===== config.mk =====
export PLATFORM = sky130hd
export DESIGN_NAME = hurf_top
export DESIGN_NICKNAME = d
export VERILOG_FILES = /design/src/hurf_top_unused_note_guard.sv /design/src/hurf_pkg.sv /design/src/hurf_top.sv /design/src/hurf_rate_gen.sv /design/src/hurf_rx.sv
export SDC_FILE = /design/constraint.sdc
export NUM_CORES = 1
export LEC_CHECK = 0
export BUFFER_PORTS_ARGS = -buffer_cell sky130_fd_sc_hd__buf_2
export CAP_MARGIN = 20
export CORE_ASPECT_RATIO = 0.75
export CORE_MARGIN = 2
export CORE_UTILIZATION = 44
export CTS_CLUSTER_DIAMETER = 40
export DETAILED_ROUTE_END_ITERATION = 6
export GPL_TIMING_DRIVEN = 0
export SYNTH_ARGS = -nofsm -noshare
export SYNTH_HDL_FRONTEND = slang
export SYNTH_SLANG_ARGS = --single-unit

===== constraint.sdc =====
create_clock -name clk -period 7.9 [get_ports clk]
set_input_delay 0.395 -clock clk [delete_from_list [all_inputs] [get_ports clk]]
set_output_delay 0.395 -clock clk [all_outputs]
set_load 0.005 [all_outputs]

===== src/hurf_top_unused_note_guard.sv =====
`timescale 1ns/1ns
`default_nettype none
`default_nettype wire


===== src/hurf_pkg.sv =====
// Purpose: shared constants and types of the host serial port rate and framing block
// Assumes: 50 MHz system clock, 27.12 MHz bit-rate reference synthesised from it
// Notes: register indices are word indices; byte address is four times the index
`default_nettype none
package hurf_pkg;
  // register word indices
  localparam logic [5:0] HURF_IDX_RATE = 6'h3B;
  localparam logic [5:0] HURF_IDX_TXDATA = 6'h30;
  localparam logic [5:0] HURF_IDX_RXDATA = 6'h31;
  localparam logic [5:0] HURF_IDX_STATUS = 6'h32;
  localparam int HURF_IDX_LSB = 2;
  localparam int HURF_IDX_MSB = 7;
  // line rate register layout and reset value
  localparam logic [7:0] HURF_RATE_RESET = 8'h7A;
  localparam int HURF_EXP_MSB = 7;
  localparam int HURF_EXP_LSB = 5;
  localparam int HURF_MANT_MSB = 4;
  localparam int HURF_MANT_LSB = 0;
  // status register bit positions
  localparam int HURF_ST_TXBUSY = 0;
  localparam int HURF_ST_RXVALID = 1;
  localparam int HURF_ST_FERR = 2;
  localparam int HURF_ST_OVRN = 3;
  // clock and reference rates in kHz
  localparam int HURF_CLK_KHZ = 50000;
  localparam int HURF_REF_KHZ = 27120;
  localparam int HURF_ACC_W = 17;
  localparam logic [16:0] HURF_ACC_STEP = 17'(HURF_REF_KHZ);
  localparam logic [16:0] HURF_ACC_MOD = 17'(HURF_CLK_KHZ);
  // bit divisor in reference periods
  localparam int HURF_DIV_W = 13;
  localparam logic [12:0] HURF_DIV_LINEAR_OFS = 13'h0001;
  localparam logic [12:0] HURF_DIV_SCALED_OFS = 13'h0021;
  localparam logic [12:0] HURF_DIV_ONE = 13'h0001;
  localparam logic [12:0] HURF_CNT_ZERO = 13'h0000;
  localparam logic [2:0] HURF_EXP_ONE = 3'h1;
  localparam logic [2:0] HURF_EXP_ZERO = 3'h0;
  // character framing
  localparam logic [2:0] HURF_LAST_BIT = 3'h7;
  localparam logic [2:0] HURF_BIT_ZERO = 3'h0;
  localparam logic [2:0] HURF_BIT_ONE = 3'h1;
  localparam logic HURF_LINE_IDLE = 1'b1;
  localparam logic HURF_START_LEVEL = 1'b0;
  localparam logic HURF_STOP_LEVEL = 1'b1;
  typedef enum logic [1:0] {
    HURF_IDLE = 2'b00,
    HURF_START = 2'b01,
    HURF_DATA = 2'b10,
    HURF_STOP = 2'b11
  } hurf_line_state_type;
endpackage
`default_nettype wire


===== src/hurf_top.sv =====
// Purpose: host serial port with programmable line rate, Avalon-MM register slave
// Assumes: clk 50 MHz, synchronous active-high sys_rst, serial input synchronous to clk
// Notes: one receive holding register; a character arriving while it is full is lost unless a data read commits in the same cycle
`timescale 1ns/1ns
`default_nettype none
// Summary of operation
// - exponent zero: bit rate is reference over mantissa plus one
// - exponent nonzero: reference over mantissa plus 33, over two to exponent minus one
// - rate register at 3Bh, exponent bits 7..5, mantissa bits 4..0, read/write
// - rate register resets to 7Ah, giving 115.2 kbit/s
// - writing new exponent or mantissa changes the bit rate
// - character is one start bit, eight data bits, one stop bit
// - no parity bit sent or expected
// - settings FA, EB, DA give 7.2, 9.6 and 14.4 kbit/s
module hurf_top
(
  // clock and reset
  input wire logic clk,
  input wire logic sys_rst,
  // avalon-mm slave
  input wire logic [7:0] avs_address,
  input wire logic avs_read,
  input wire logic avs_write,
  input wire logic [31:0] avs_writedata,
  output logic [31:0] avs_readdata,
  output logic avs_waitrequest,
  // serial line
  input wire logic uart_rx_in,
  output logic uart_tx_out
);
  import hurf_pkg::*;

  // bus slave state
  logic wait_ff;
  logic nxt_wait;
  logic [31:0] rdata_ff;
  logic [31:0] nxt_rdata;
  logic [5:0] idx;
  logic commit;
  logic wr_commit;
  logic rd_commit;

  // register state
  logic [7:0] rate_ff;
  logic [7:0] nxt_rate;
  logic [7:0] rx_data_ff;
  logic [7:0] nxt_rx_data;
  logic rx_valid_ff;
  logic nxt_rx_valid;
  logic ferr_ff;
  logic nxt_ferr;
  logic ovrn_ff;
  logic nxt_ovrn;

  // transmitter state
  hurf_line_state_type tx_state_ff;
  hurf_line_state_type nxt_tx_state;
  logic [HURF_DIV_W-1:0] tx_cnt_ff;
  logic [HURF_DIV_W-1:0] nxt_tx_cnt;
  logic [2:0] tx_bit_ff;
  logic [2:0] nxt_tx_bit;
  logic [7:0] tx_shift_ff;
  logic [7:0] nxt_tx_shift;
  logic tx_line_ff;
  logic nxt_tx_line;
  logic tx_load;
  logic tx_step;
  logic tx_busy;

  // shared timing and receiver results
  logic ref_tick;
  logic [HURF_DIV_W-1:0] bit_divisor;
  logic [7:0] rx_byte;
  logic rx_done;
  logic rx_frame_err;

  hurf_rate_gen u_rate_gen
  (
    .clk(clk),
    .sys_rst(sys_rst),
    .rate_exponent(rate_ff[HURF_EXP_MSB:HURF_EXP_LSB]),
    .rate_mantissa(rate_ff[HURF_MANT_MSB:HURF_MANT_LSB]),
    .ref_tick(ref_tick),
    .bit_divisor(bit_divisor)
  );

  hurf_rx u_rx
  (
    .clk(clk),
    .sys_rst(sys_rst),
    .ref_tick(ref_tick),
    .bit_divisor(bit_divisor),
    .rx_line(uart_rx_in),
    .rx_byte(rx_byte),
    .rx_done(rx_done),
    .rx_frame_err(rx_frame_err)
  );

  // bus handshake: one wait cycle, then the access commits on the edge
  // where the master sees waitrequest low; read data is ready by then
  always_comb
  begin
    idx = avs_address[HURF_IDX_MSB:HURF_IDX_LSB];
    commit = (avs_read || avs_write) && !wait_ff;
    wr_commit = avs_write && !wait_ff;
    rd_commit = avs_read && !wait_ff;
    nxt_wait = 1'b1;
    if ((avs_read || avs_write) && wait_ff)
      nxt_wait = 1'b0;
    nxt_rdata = rdata_ff;
    if (avs_read && wait_ff)
    begin
      nxt_rdata = '0;
      unique case (idx)
        HURF_IDX_RATE:
          nxt_rdata[7:0] = rate_ff;
        HURF_IDX_RXDATA:
          nxt_rdata[7:0] = rx_data_ff;
        HURF_IDX_STATUS:
        begin
          nxt_rdata[HURF_ST_TXBUSY] = tx_busy;
          nxt_rdata[HURF_ST_RXVALID] = rx_valid_ff;
          nxt_rdata[HURF_ST_FERR] = ferr_ff;
          nxt_rdata[HURF_ST_OVRN] = ovrn_ff;
        end
        default:
          nxt_rdata = '0;
      endcase
    end
  end

  always_ff @(posedge clk)
  begin
    if (sys_rst)
    begin
      wait_ff <= 1'b1;
      rdata_ff <= '0;
    end
    else
    begin
      wait_ff <= nxt_wait;
      rdata_ff <= nxt_rdata;
    end
  end

  // register file; hardware set of a flag wins over a software clear
  always_comb
  begin
    nxt_rate = rate_ff;
    nxt_rx_data = rx_data_ff;
    nxt_rx_valid = rx_valid_ff;
    nxt_ferr = ferr_ff;
    nxt_ovrn = ovrn_ff;
    if (wr_commit && idx == HURF_IDX_RATE)
      nxt_rate = avs_writedata[7:0];
    // the divisor follows any rate value; rates above 1228.8 kbit/s are the host's to avoid
    if (rd_commit && idx == HURF_IDX_RXDATA)
      nxt_rx_valid = 1'b0;
    if (wr_commit && idx == HURF_IDX_STATUS)
    begin
      if (avs_writedata[HURF_ST_FERR])
        nxt_ferr = 1'b0;
      if (avs_writedata[HURF_ST_OVRN])
        nxt_ovrn = 1'b0;
    end
    if (rx_done)
    begin
      // a full holding register keeps its old byte unless a data read commits in the same cycle
      if (rx_valid_ff && !(rd_commit && idx == HURF_IDX_RXDATA))
        nxt_ovrn = 1'b1;
      else
      begin
        nxt_rx_data = rx_byte;
        nxt_rx_valid = 1'b1;
      end
    end
    if (rx_frame_err)
      nxt_ferr = 1'b1;
  end

  always_ff @(posedge clk)
  begin
    if (sys_rst)
    begin
      rate_ff <= HURF_RATE_RESET;
      rx_data_ff <= '0;
      rx_valid_ff <= 1'b0;
      ferr_ff <= 1'b0;
      ovrn_ff <= 1'b0;
    end
    else
    begin
      rate_ff <= nxt_rate;
      rx_data_ff <= nxt_rx_data;
      rx_valid_ff <= nxt_rx_valid;
      ferr_ff <= nxt_ferr;
      ovrn_ff <= nxt_ovrn;
    end
  end

  // transmitter: writes while busy are dropped, software polls the busy bit
  always_comb
  begin
    tx_busy = (tx_state_ff != HURF_IDLE);
    tx_load = wr_commit && idx == HURF_IDX_TXDATA && !tx_busy;
    tx_step = ref_tick && (tx_cnt_ff >= bit_divisor - HURF_DIV_ONE);
    nxt_tx_state = tx_state_ff;
    nxt_tx_cnt = tx_cnt_ff;
    nxt_tx_bit = tx_bit_ff;
    nxt_tx_shift = tx_shift_ff;
    nxt_tx_line = tx_line_ff;
    if (ref_tick)
      nxt_tx_cnt = tx_step ? HURF_CNT_ZERO : tx_cnt_ff + HURF_DIV_ONE;
    unique case (tx_state_ff)
      HURF_IDLE:
      begin
        nxt_tx_cnt = HURF_CNT_ZERO;
        nxt_tx_line = HURF_LINE_IDLE;
        if (tx_load)
        begin
          nxt_tx_shift = avs_writedata[7:0];
          nxt_tx_line = HURF_START_LEVEL;
          nxt_tx_state = HURF_START;
        end
      end
      HURF_START:
        if (tx_step)
        begin
          nxt_tx_line = tx_shift_ff[0];
          nxt_tx_shift = {1'b0, tx_shift_ff[7:1]};
          nxt_tx_bit = HURF_BIT_ZERO;
          nxt_tx_state = HURF_DATA;
        end
      HURF_DATA:
        if (tx_step)
        begin
          nxt_tx_bit = tx_bit_ff + HURF_BIT_ONE;
          if (tx_bit_ff == HURF_LAST_BIT)
          begin
            nxt_tx_line = HURF_STOP_LEVEL;
            nxt_tx_state = HURF_STOP;
          end
          else
          begin
            nxt_tx_line = tx_shift_ff[0];
            nxt_tx_shift = {1'b0, tx_shift_ff[7:1]};
          end
        end
      HURF_STOP:
        if (tx_step)
        begin
          nxt_tx_line = HURF_LINE_IDLE;
          nxt_tx_state = HURF_IDLE;
        end
    endcase
  end

  always_ff @(posedge clk)
  begin
    if (sys_rst)
    begin
      tx_state_ff <= HURF_IDLE;
      tx_cnt_ff <= '0;
      tx_bit_ff <= '0;
      tx_shift_ff <= '0;
      tx_line_ff <= 1'b1;
    end
    else
    begin
      tx_state_ff <= nxt_tx_state;
      tx_cnt_ff <= nxt_tx_cnt;
      tx_bit_ff <= nxt_tx_bit;
      tx_shift_ff <= nxt_tx_shift;
      tx_line_ff <= nxt_tx_line;
    end
  end

  assign avs_readdata = rdata_ff;
  assign avs_waitrequest = wait_ff;
  assign uart_tx_out = tx_line_ff;
endmodule // hurf_top
`default_nettype wire


===== src/hurf_rate_gen.sv =====
// Purpose: reference tick synthesis and bit divisor from the line rate setting
// Assumes: clk at 50 MHz
// Notes: the reference tick has jitter of one system clock; average rate is exact
`timescale 1ns/1ns
`default_nettype none
module hurf_rate_gen
(
  // clock and reset
  input wire logic clk,
  input wire logic sys_rst,
  // rate setting
  input wire logic [2:0] rate_exponent,
  input wire logic [4:0] rate_mantissa,
  // timing out
  output logic ref_tick,
  output logic [hurf_pkg::HURF_DIV_W-1:0] bit_divisor
);
  import hurf_pkg::*;
  logic [HURF_ACC_W-1:0] acc_ff;
  logic [HURF_ACC_W-1:0] nxt_acc;
  logic tick_ff;
  logic nxt_tick;
  logic [HURF_DIV_W-1:0] div_ff;
  logic [HURF_DIV_W-1:0] nxt_div;
  logic [HURF_ACC_W-1:0] sum;

  always_comb
  begin
    sum = acc_ff + HURF_ACC_STEP;
    nxt_acc = sum;
    nxt_tick = 1'b0;
    if (sum >= HURF_ACC_MOD)
    begin
      nxt_acc = sum - HURF_ACC_MOD;
      nxt_tick = 1'b1;
    end
    // divisor follows the register every cycle so a new setting takes hold one clock after the register
    if (rate_exponent == HURF_EXP_ZERO)
      nxt_div = HURF_DIV_W'(rate_mantissa) + HURF_DIV_LINEAR_OFS;
    else
      nxt_div = (HURF_DIV_W'(rate_mantissa) + HURF_DIV_SCALED_OFS)
        << (rate_exponent - HURF_EXP_ONE);
  end

  always_ff @(posedge clk)
  begin
    if (sys_rst)
    begin
      acc_ff <= '0;
      tick_ff <= 1'b0;
      div_ff <= HURF_DIV_ONE;
    end
    else
    begin
      acc_ff <= nxt_acc;
      tick_ff <= nxt_tick;
      div_ff <= nxt_div;
    end
  end

  assign ref_tick = tick_ff;
  assign bit_divisor = div_ff;
endmodule // hurf_rate_gen
`default_nettype wire


===== src/hurf_rx.sv =====
// Purpose: serial receiver, one start, eight data, one stop bit, no parity
// Assumes: rx_line synchronous to clk
// Notes: a start pulse shorter than half a bit is dropped as a glitch
`timescale 1ns/1ns
`default_nettype none
module hurf_rx
(
  // clock and reset
  input wire logic clk,
  input wire logic sys_rst,
  // timing
  input wire logic ref_tick,
  input wire logic [hurf_pkg::HURF_DIV_W-1:0] bit_divisor,
  // line
  input wire logic rx_line,
  // character out
  output logic [7:0] rx_byte,
  output logic rx_done,
  output logic rx_frame_err
);
  import hurf_pkg::*;
  hurf_line_state_type state_ff;
  hurf_line_state_type nxt_state;
  logic line_ff;
  logic prev_ff;
  logic [HURF_DIV_W-1:0] cnt_ff;
  logic [HURF_DIV_W-1:0] nxt_cnt;
  logic [2:0] bit_ff;
  logic [2:0] nxt_bit;
  logic [7:0] shift_ff;
  logic [7:0] nxt_shift;
  logic done_ff;
  logic nxt_done;
  logic ferr_ff;
  logic nxt_ferr;
  logic [HURF_DIV_W-1:0] target;
  logic step;

  always_comb
  begin
    nxt_state = state_ff;
    nxt_cnt = cnt_ff;
    nxt_bit = bit_ff;
    nxt_shift = shift_ff;
    nxt_done = 1'b0;
    nxt_ferr = 1'b0;
    // half a bit to the start centre, then whole bits to each later centre
    target = (state_ff == HURF_START) ? (bit_divisor >> 1) : (bit_divisor - HURF_DIV_ONE);
    step = ref_tick && (cnt_ff >= target);
    if (ref_tick)
      nxt_cnt = step ? HURF_CNT_ZERO : cnt_ff + HURF_DIV_ONE;
    unique case (state_ff)
      HURF_IDLE:
      begin
        nxt_cnt = HURF_CNT_ZERO;
        if (prev_ff == HURF_LINE_IDLE && line_ff == HURF_START_LEVEL)
          nxt_state = HURF_START;
      end
      HURF_START:
        if (step)
        begin
          nxt_bit = HURF_BIT_ZERO;
          nxt_state = (line_ff == HURF_START_LEVEL) ? HURF_DATA : HURF_IDLE;
        end
      HURF_DATA:
        if (step)
        begin
          nxt_shift = {line_ff, shift_ff[7:1]};
          nxt_bit = bit_ff + HURF_BIT_ONE;
          if (bit_ff == HURF_LAST_BIT)
            nxt_state = HURF_STOP;
        end
      HURF_STOP:
        if (step)
        begin
          nxt_state = HURF_IDLE;
          nxt_done = (line_ff == HURF_STOP_LEVEL);
          nxt_ferr = (line_ff != HURF_STOP_LEVEL);
        end
    endcase
  end

  always_ff @(posedge clk)
  begin
    if (sys_rst)
    begin
      state_ff <= HURF_IDLE;
      line_ff <= 1'b1;
      prev_ff <= 1'b1;
      cnt_ff <= '0;
      bit_ff <= '0;
      shift_ff <= '0;
      done_ff <= 1'b0;
      ferr_ff <= 1'b0;
    end
    else
    begin
      state_ff <= nxt_state;
      line_ff <= rx_line;
      prev_ff <= line_ff;
      cnt_ff <= nxt_cnt;
      bit_ff <= nxt_bit;
      shift_ff <= nxt_shift;
      done_ff <= nxt_done;
      ferr_ff <= nxt_ferr;
    end
  end

  assign rx_byte = shift_ff;
  assign rx_done = done_ff;
  assign rx_frame_err = ferr_ff;
endmodule // hurf_rx
`default_nettype wire


# == After elaboration in Yosys (flattened, before gate mapping) ==
# Cells that the tools add are included.
# word_totals
register_bits,116
latch_bits,0
mem_bits_rw,0
mem_bits_ro,0
out_inout_bits,34
wordCells,151
memories,0
# op_classes
n_addsub,10
multipliers,0
div_mod_pow,0
order_cmp,3
eq_ne,23
n_shift,1
n_mux,49
n_bitwise,4
n_reduce_logical,38
# op_table
cell,count
$mux W13,4
$mux W8,4
$add A13 B1 Y13 const B,2
$ge A13 B13 Y1,2
$eq A6 B6 Y1 const B,4
$pmux W8 S3,1
$mux W2,11
$add A17 B15 Y17 const B,1
$ge A17 B16 Y1 const B,1
$mux W1,17
$mux W17,1
$sub A17 B16 Y17 const B,1
$pmux W2 S4,2
$reduce_and A5 Y1,3
$logic_and A1 B1 Y1,13
$shl A13 B3 Y13,1
$sub A13 B1 Y13 const B,1
$mux W3,4
$ne A2 B2 Y1 const B,6
$pmux W3 S2,2
$pmux W4 S3,1
$ne A2 B1 Y1 const B,5
$reduce_bool A2 Y1,5
$reduce_and A3 Y1,3
other kinds (18),33

# == Logic depth before layout (Yosys ltp) ==
# logic_depth
ltp_word,7
ltp_mapped,15

# == Cells and area by module ==
# A second synthesis with hierarchy kept.
# unflattened
cells_unflattened,800
hier_area_um2,6832.8
# modules_own_cells
mod,n_inst,cells_each,area_each_um2,seq_area_each_um2
hurf_top,1,366,3140.5,1101.1
hurf_rx,1,217,1849.3,600.6
hurf_rate_gen,1,217,1843.0,540.5

# == Worst setup path after synthesis ==
# Ideal clock, no wire load.
# synth_timing
kind,reg-to-reg
from,"reg u_rate_gen.div_ff[2], in the netlist u_rate_gen.bit_divisor[2]"
to,reg tx_shift_ff[0]
arrival_ps,3157
setup_slack_ps,4672
path_stages_with_launch,14
cell_sequence,dfxtp_1 nor3_1 nand2_1 or4_1 xor2_1 ha_1 a21o_1 a21o_1 a21o_1 a222oi_1 o22ai_1 nand3b_1 buf_2 mux2i_1
# synth_via
elab_chain_cells,5
elab_cells_between_ends,6
cone_classes,add/sub: 1; order compare: 1; eq/ne: 2; reduce/logical: 2
# synth_rtl
element,line_no,text
"start, declared",hurf_rate_gen.sv:23,logic [HURF_DIV_W-1:0] div_ff;
"start signal, assigned",hurf_rate_gen.sv:57,div_ff <= nxt_div;
$sub A13 B1 Y13 *,hurf_top.sv:206,tx_step = ref_tick && (tx_cnt_ff >= bit_divisor - HURF_DIV_ONE);
$ge A13 B13 Y1 *,hurf_top.sv:206,
$logic_and A1 B1 Y1 *,hurf_top.sv:206,
$ne A2 B2 Y1 (no line),n/a,
$reduce_and A5 Y1 (no line) *,n/a,
"end signal, assigned",hurf_top.sv:273,tx_shift_ff <= nxt_tx_shift;
"end, declared",hurf_top.sv:62,logic [7:0] tx_shift_ff;
# Mark *: on every way between the ends. The rest lies on a longest branch, timed or not.
# A chain may end at the register's enable or synchronous reset.

# == Worst setup path after layout ==
# layout_timing
from,"reg u_rate_gen.div_ff[2], in the netlist u_rate_gen.bit_divisor[2]"
to,reg tx_cnt_ff[0]
# layout_via
elab_chain_cells,4
# layout_rtl
element,line_no,text
$sub A13 B1 Y13,hurf_top.sv:206,
$ge A13 B13 Y1,hurf_top.sv:206,
$logic_and A1 B1 Y1,hurf_top.sv:206,
$mux W13,hurf_top.sv:213,nxt_tx_cnt = tx_step ? HURF_CNT_ZERO : tx_cnt_ff + HURF_DIV_ONE;
"end signal, assigned",hurf_top.sv:271,tx_cnt_ff <= nxt_tx_cnt;
"end, declared",hurf_top.sv:58,logic [HURF_DIV_W-1:0] tx_cnt_ff;
# No other way between the ends.

==> flow_metrics.env <==
export IMPL_avgSynthCellArea_um2=8.28
export IMPL_synth_compound_area_share_pct=15.9
export IMPL_max_freq_mhz=241
export IMPL_gp_congestion=0.825
export IMPL_power_switching_uw=622
export IMPL_clockRootBuffer="clkbuf_16"
export IMPL_hpwlAfterDp_mm=11.9
export IMPL_viasPerCell=5.22
export IMPL_swShare_pct=35.3
export IMPL_maxSlewHeadroom_pct=14.1
export IMPL_crit_type="flip-flop to flip-flop"
export IMPL_setup_violations=0
export IMPL_ir_drop_mv=0.120
export IMPL_grt_overflow_total=0
export IMPL_pin_count=79
export IMPL_grt_usage_pct=19.7
export IMPL_die_x_um=147
export IMPL_status="finished, final reports clean"
export IMPL_pre_cts_ws_ns=3.72
export IMPL_fp_row_count=39
export IMPL_p_per_area_mw_per_mm2=235
export IMPL_endpoint_kind="flip-flop"
export IMPL_synth_seq_area_share_pct=33.4
export IMPL_cp_arrival_ns=4.44
export IMPL_p_int_mw=1.14
export IMPL_layout_commonest_cell="dfxtp_1"
export IMPL_routed_wl_mm=15.5
export IMPL_ctsResizeCount=0
export IMPL_p_leak_nw=3.21
export IMPL_postSynthCellCount=812
export IMPL_nNetsFinal=965
export IMPL_yosysUniqueCellTypes=65
export IMPL_ctsHoldBuffers=0
export IMPL_hold_class="input pin to flip-flop"
export IMPL_die_y_um=111
export IMPL_finalHoldViolations=0
export IMPL_cp_data_required_time_ns=8.19
export IMPL_yosysWarningCount=0
export IMPL_tns_ns=0
export IMPL_dr_pass1_iters=5
export IMPL_final_layout_size_suffix_gt1_share_pct=10.5
export IMPL_synth_top_family_by_area="simple AND/OR/NAND/NOR gates"
export IMPL_cts_tree="yes"
export IMPL_grt_max_degree=18
export IMPL_cts_setup_buffers=0
export IMPL_clkLatencyLatePin_ns=0.35
export IMPL_clk_path_buf_depth=2
export IMPL_synth_edf_count=0
export IMPL_cts_max_level=3
export IMPL_vias=5652
export IMPL_synth_simple_area_share_pct=21.9
export IMPL_route_detailed_drc=0
export IMPL_grt_pass1_wl_mm=26.0
export IMPL_drtIter0Drc=338
export IMPL_antenna_found_initial=0
export IMPL_synthXorXnorAreaFrac_pct=6.38
export IMPL_yosys_area_share_adder_pct=8.75
export IMPL_grt_pass1_vias=5125
export IMPL_muxShareOfSynthArea_pct=7.00
export IMPL_ys_flop_type="dfxtp_1"
export IMPL_min_period_ns=4.16
export IMPL_clock_sinks=112
export IMPL_diodes=0
export IMPL_clkPwrFrac_pct=27.4
export IMPL_path_clk_slew_ns=0.07
export IMPL_finalWorstSetupSlack_ns=3.74
export IMPL_synth_seq_cells=112
export IMPL_post_drt_wl_per_cell_um=14.3
export IMPL_slew_viol_final=0
export IMPL_numCtsBuffers=9
export IMPL_syn_area_mm2=0.00672
export IMPL_critPathMaxFanout=10
export IMPL_initial_utilization_pct=44.6
export IMPL_fin_crit_sh_pct=52.6
export IMPL_synthArstFlopShare_pct=0
export IMPL_syn2layout_area_growth_pct=11.7
export IMPL_p_comb_share_pct=36.2
export IMPL_die_area_mm2=0.0163
export IMPL_fp_coreArea_mm2=0.0151
export IMPL_grt_setup_unrepaired="no"
export IMPL_fin_skew_ns=0.00917
export IMPL_p_seq_share_pct=36.3
export IMPL_maxCapViolCount=0
export IMPL_mostFrequentLayoutCells="dfxtp_1 (112), nor2_1 (103), nand2_1 (81), ha_1 (47)"
export IMPL_ant_nets=0
export IMPL_io_buffers=27
export IMPL_tightest_slew_ns=1.29
export IMPL_start_kind="flip-flop"
## power groups by stage
| stage | Clock [mW] | Combinational [mW] | Sequential [mW] |
|---|---|---|---|
| 2_1_floorplan | 0 | 0.504 | 0.643 |
| 3_3_place_gp | 0 | 0.631 | 0.654 |
| 3_5_place_dp | 0 | 0.631 | 0.653 |
| 4_1_cts | 0.496 | 0.635 | 0.640 |
| 5_1_grt | 0.516 | 0.717 | 0.647 |
| 6_report | 0.483 | 0.638 | 0.640 |
## cell usage after synthesis, drive strengths merged (9+ instances only)
master | count | area (um2)
dfxtp | 112 | 2240
nor2 | 103 | 387
nand2 | 81 | 304
ha | 47 | 588
a21oi | 38 | 190
mux2i | 38 | 380
buf | 33 | 234
clkbuf | 31 | 116
o21ai | 29 | 145
nor3 | 27 | 135
xnor2 | 27 | 236
inv | 25 | 93.8
xor2 | 22 | 193
nand4 | 15 | 93.8
a21o | 14 | 105
nand3 | 14 | 70.1
and3 | 11 | 68.8
a211oi | 9 | 67.6
## worst max-delay path: stages, from the launching register on
cell and delay [ns]:
dfxtp_1 0.36, nor3_1 0.36, nand2_1 0.17, or4_1 0.44, xor2_1 0.29, ha_1 0.29, nand4_1 0.07, nor2_1 0.05
and3_1 0.16, a222oi_1 1.09, nand2_1 0.34, clkbuf_1 0.33, nor2_1 0.16
## routing by layer
metal | part of all wire, % | global-route usage, % | up-vias
met2 | 39 | 27.3 | 99
met3 | 3.8 | 3.91 | 9
li1 | - | - | 2942
met1 | 56 | 31.2 | 2602
met4 | 0.94 | 4.01 | 0
met5 | 0 | 0 | -
## path summary, 6_finish.rpt
check / cells after the start / to / slack [ns] / startpoint
worst max register to register: 12 / tx_cnt_ff[0]$_SDFFE_PP0P_ / 3.74 / u_rate_gen.bit_divisor[2]$_SDFF_PP0_
worst max-delay path: 12 / tx_cnt_ff[0]$_SDFFE_PP0P_ / 3.74 / u_rate_gen.bit_divisor[2]$_SDFF_PP0_
worst min-delay path: 2 / u_rx.line_ff$_SDFF_PP1_ / 0.26 / uart_rx_in
worst min register to register: 2 / tx_shift_ff[7]$_SDFFE_PP0P_ / 0.46 / tx_shift_ff[7]$_SDFFE_PP0P_
## state kept, by name, indices dropped and copies added, names as in the netlist, 2 cells and up, named ones only
signal	count
u_rate_gen.bit_divisor	13
avs_readdata	8
u_rx.bit_ff	3
tx_state_ff	2
u_rate_gen.acc_ff	13
rate_ff	8
tx_shift_ff	8
tx_cnt_ff	13
tx_bit_ff	3
u_rx.cnt_ff	13
rx_data_ff	8
u_rx.rx_byte	8
## metrics by stage
step           instances  utilization [%]  hold WS [ns]  total power [mW]  instance area [um2]
6_report            1082             49.8         0.257              1.76                 7510
5_1_grt             1082             49.8         0.252              1.88                 7510
4_1_cts             1082             49.8         0.243              1.77                 7510
3_5_place_dp        1067             47.7         0.451              1.28                 7200
3_3_place_gp        1067             47.7         0.446              1.29                 7200
2_1_floorplan        835                -         0.413              1.15                 6810
## cell type report
class | instances | area [um2]
tap | 205 | 256
fill | 1515 | 7570
sequential | 112 | 2240
clock buffer | 9 | 225
buffer | 64 | 350
multi-input combinational | 632 | 4110
clock inverter | 6 | 85.1
timing repair buffer | 27 | 135
inverter | 27 | 101
## kinds of logic after synthesis
group | after synthesis
simple gates | 309
flops | 112
fa+ha+maj | 47
xor+xnor | 49
other cells | 1
mux | 46
buf+inv | 91
compound gates | 157
(Power assumes the default switching activity.)
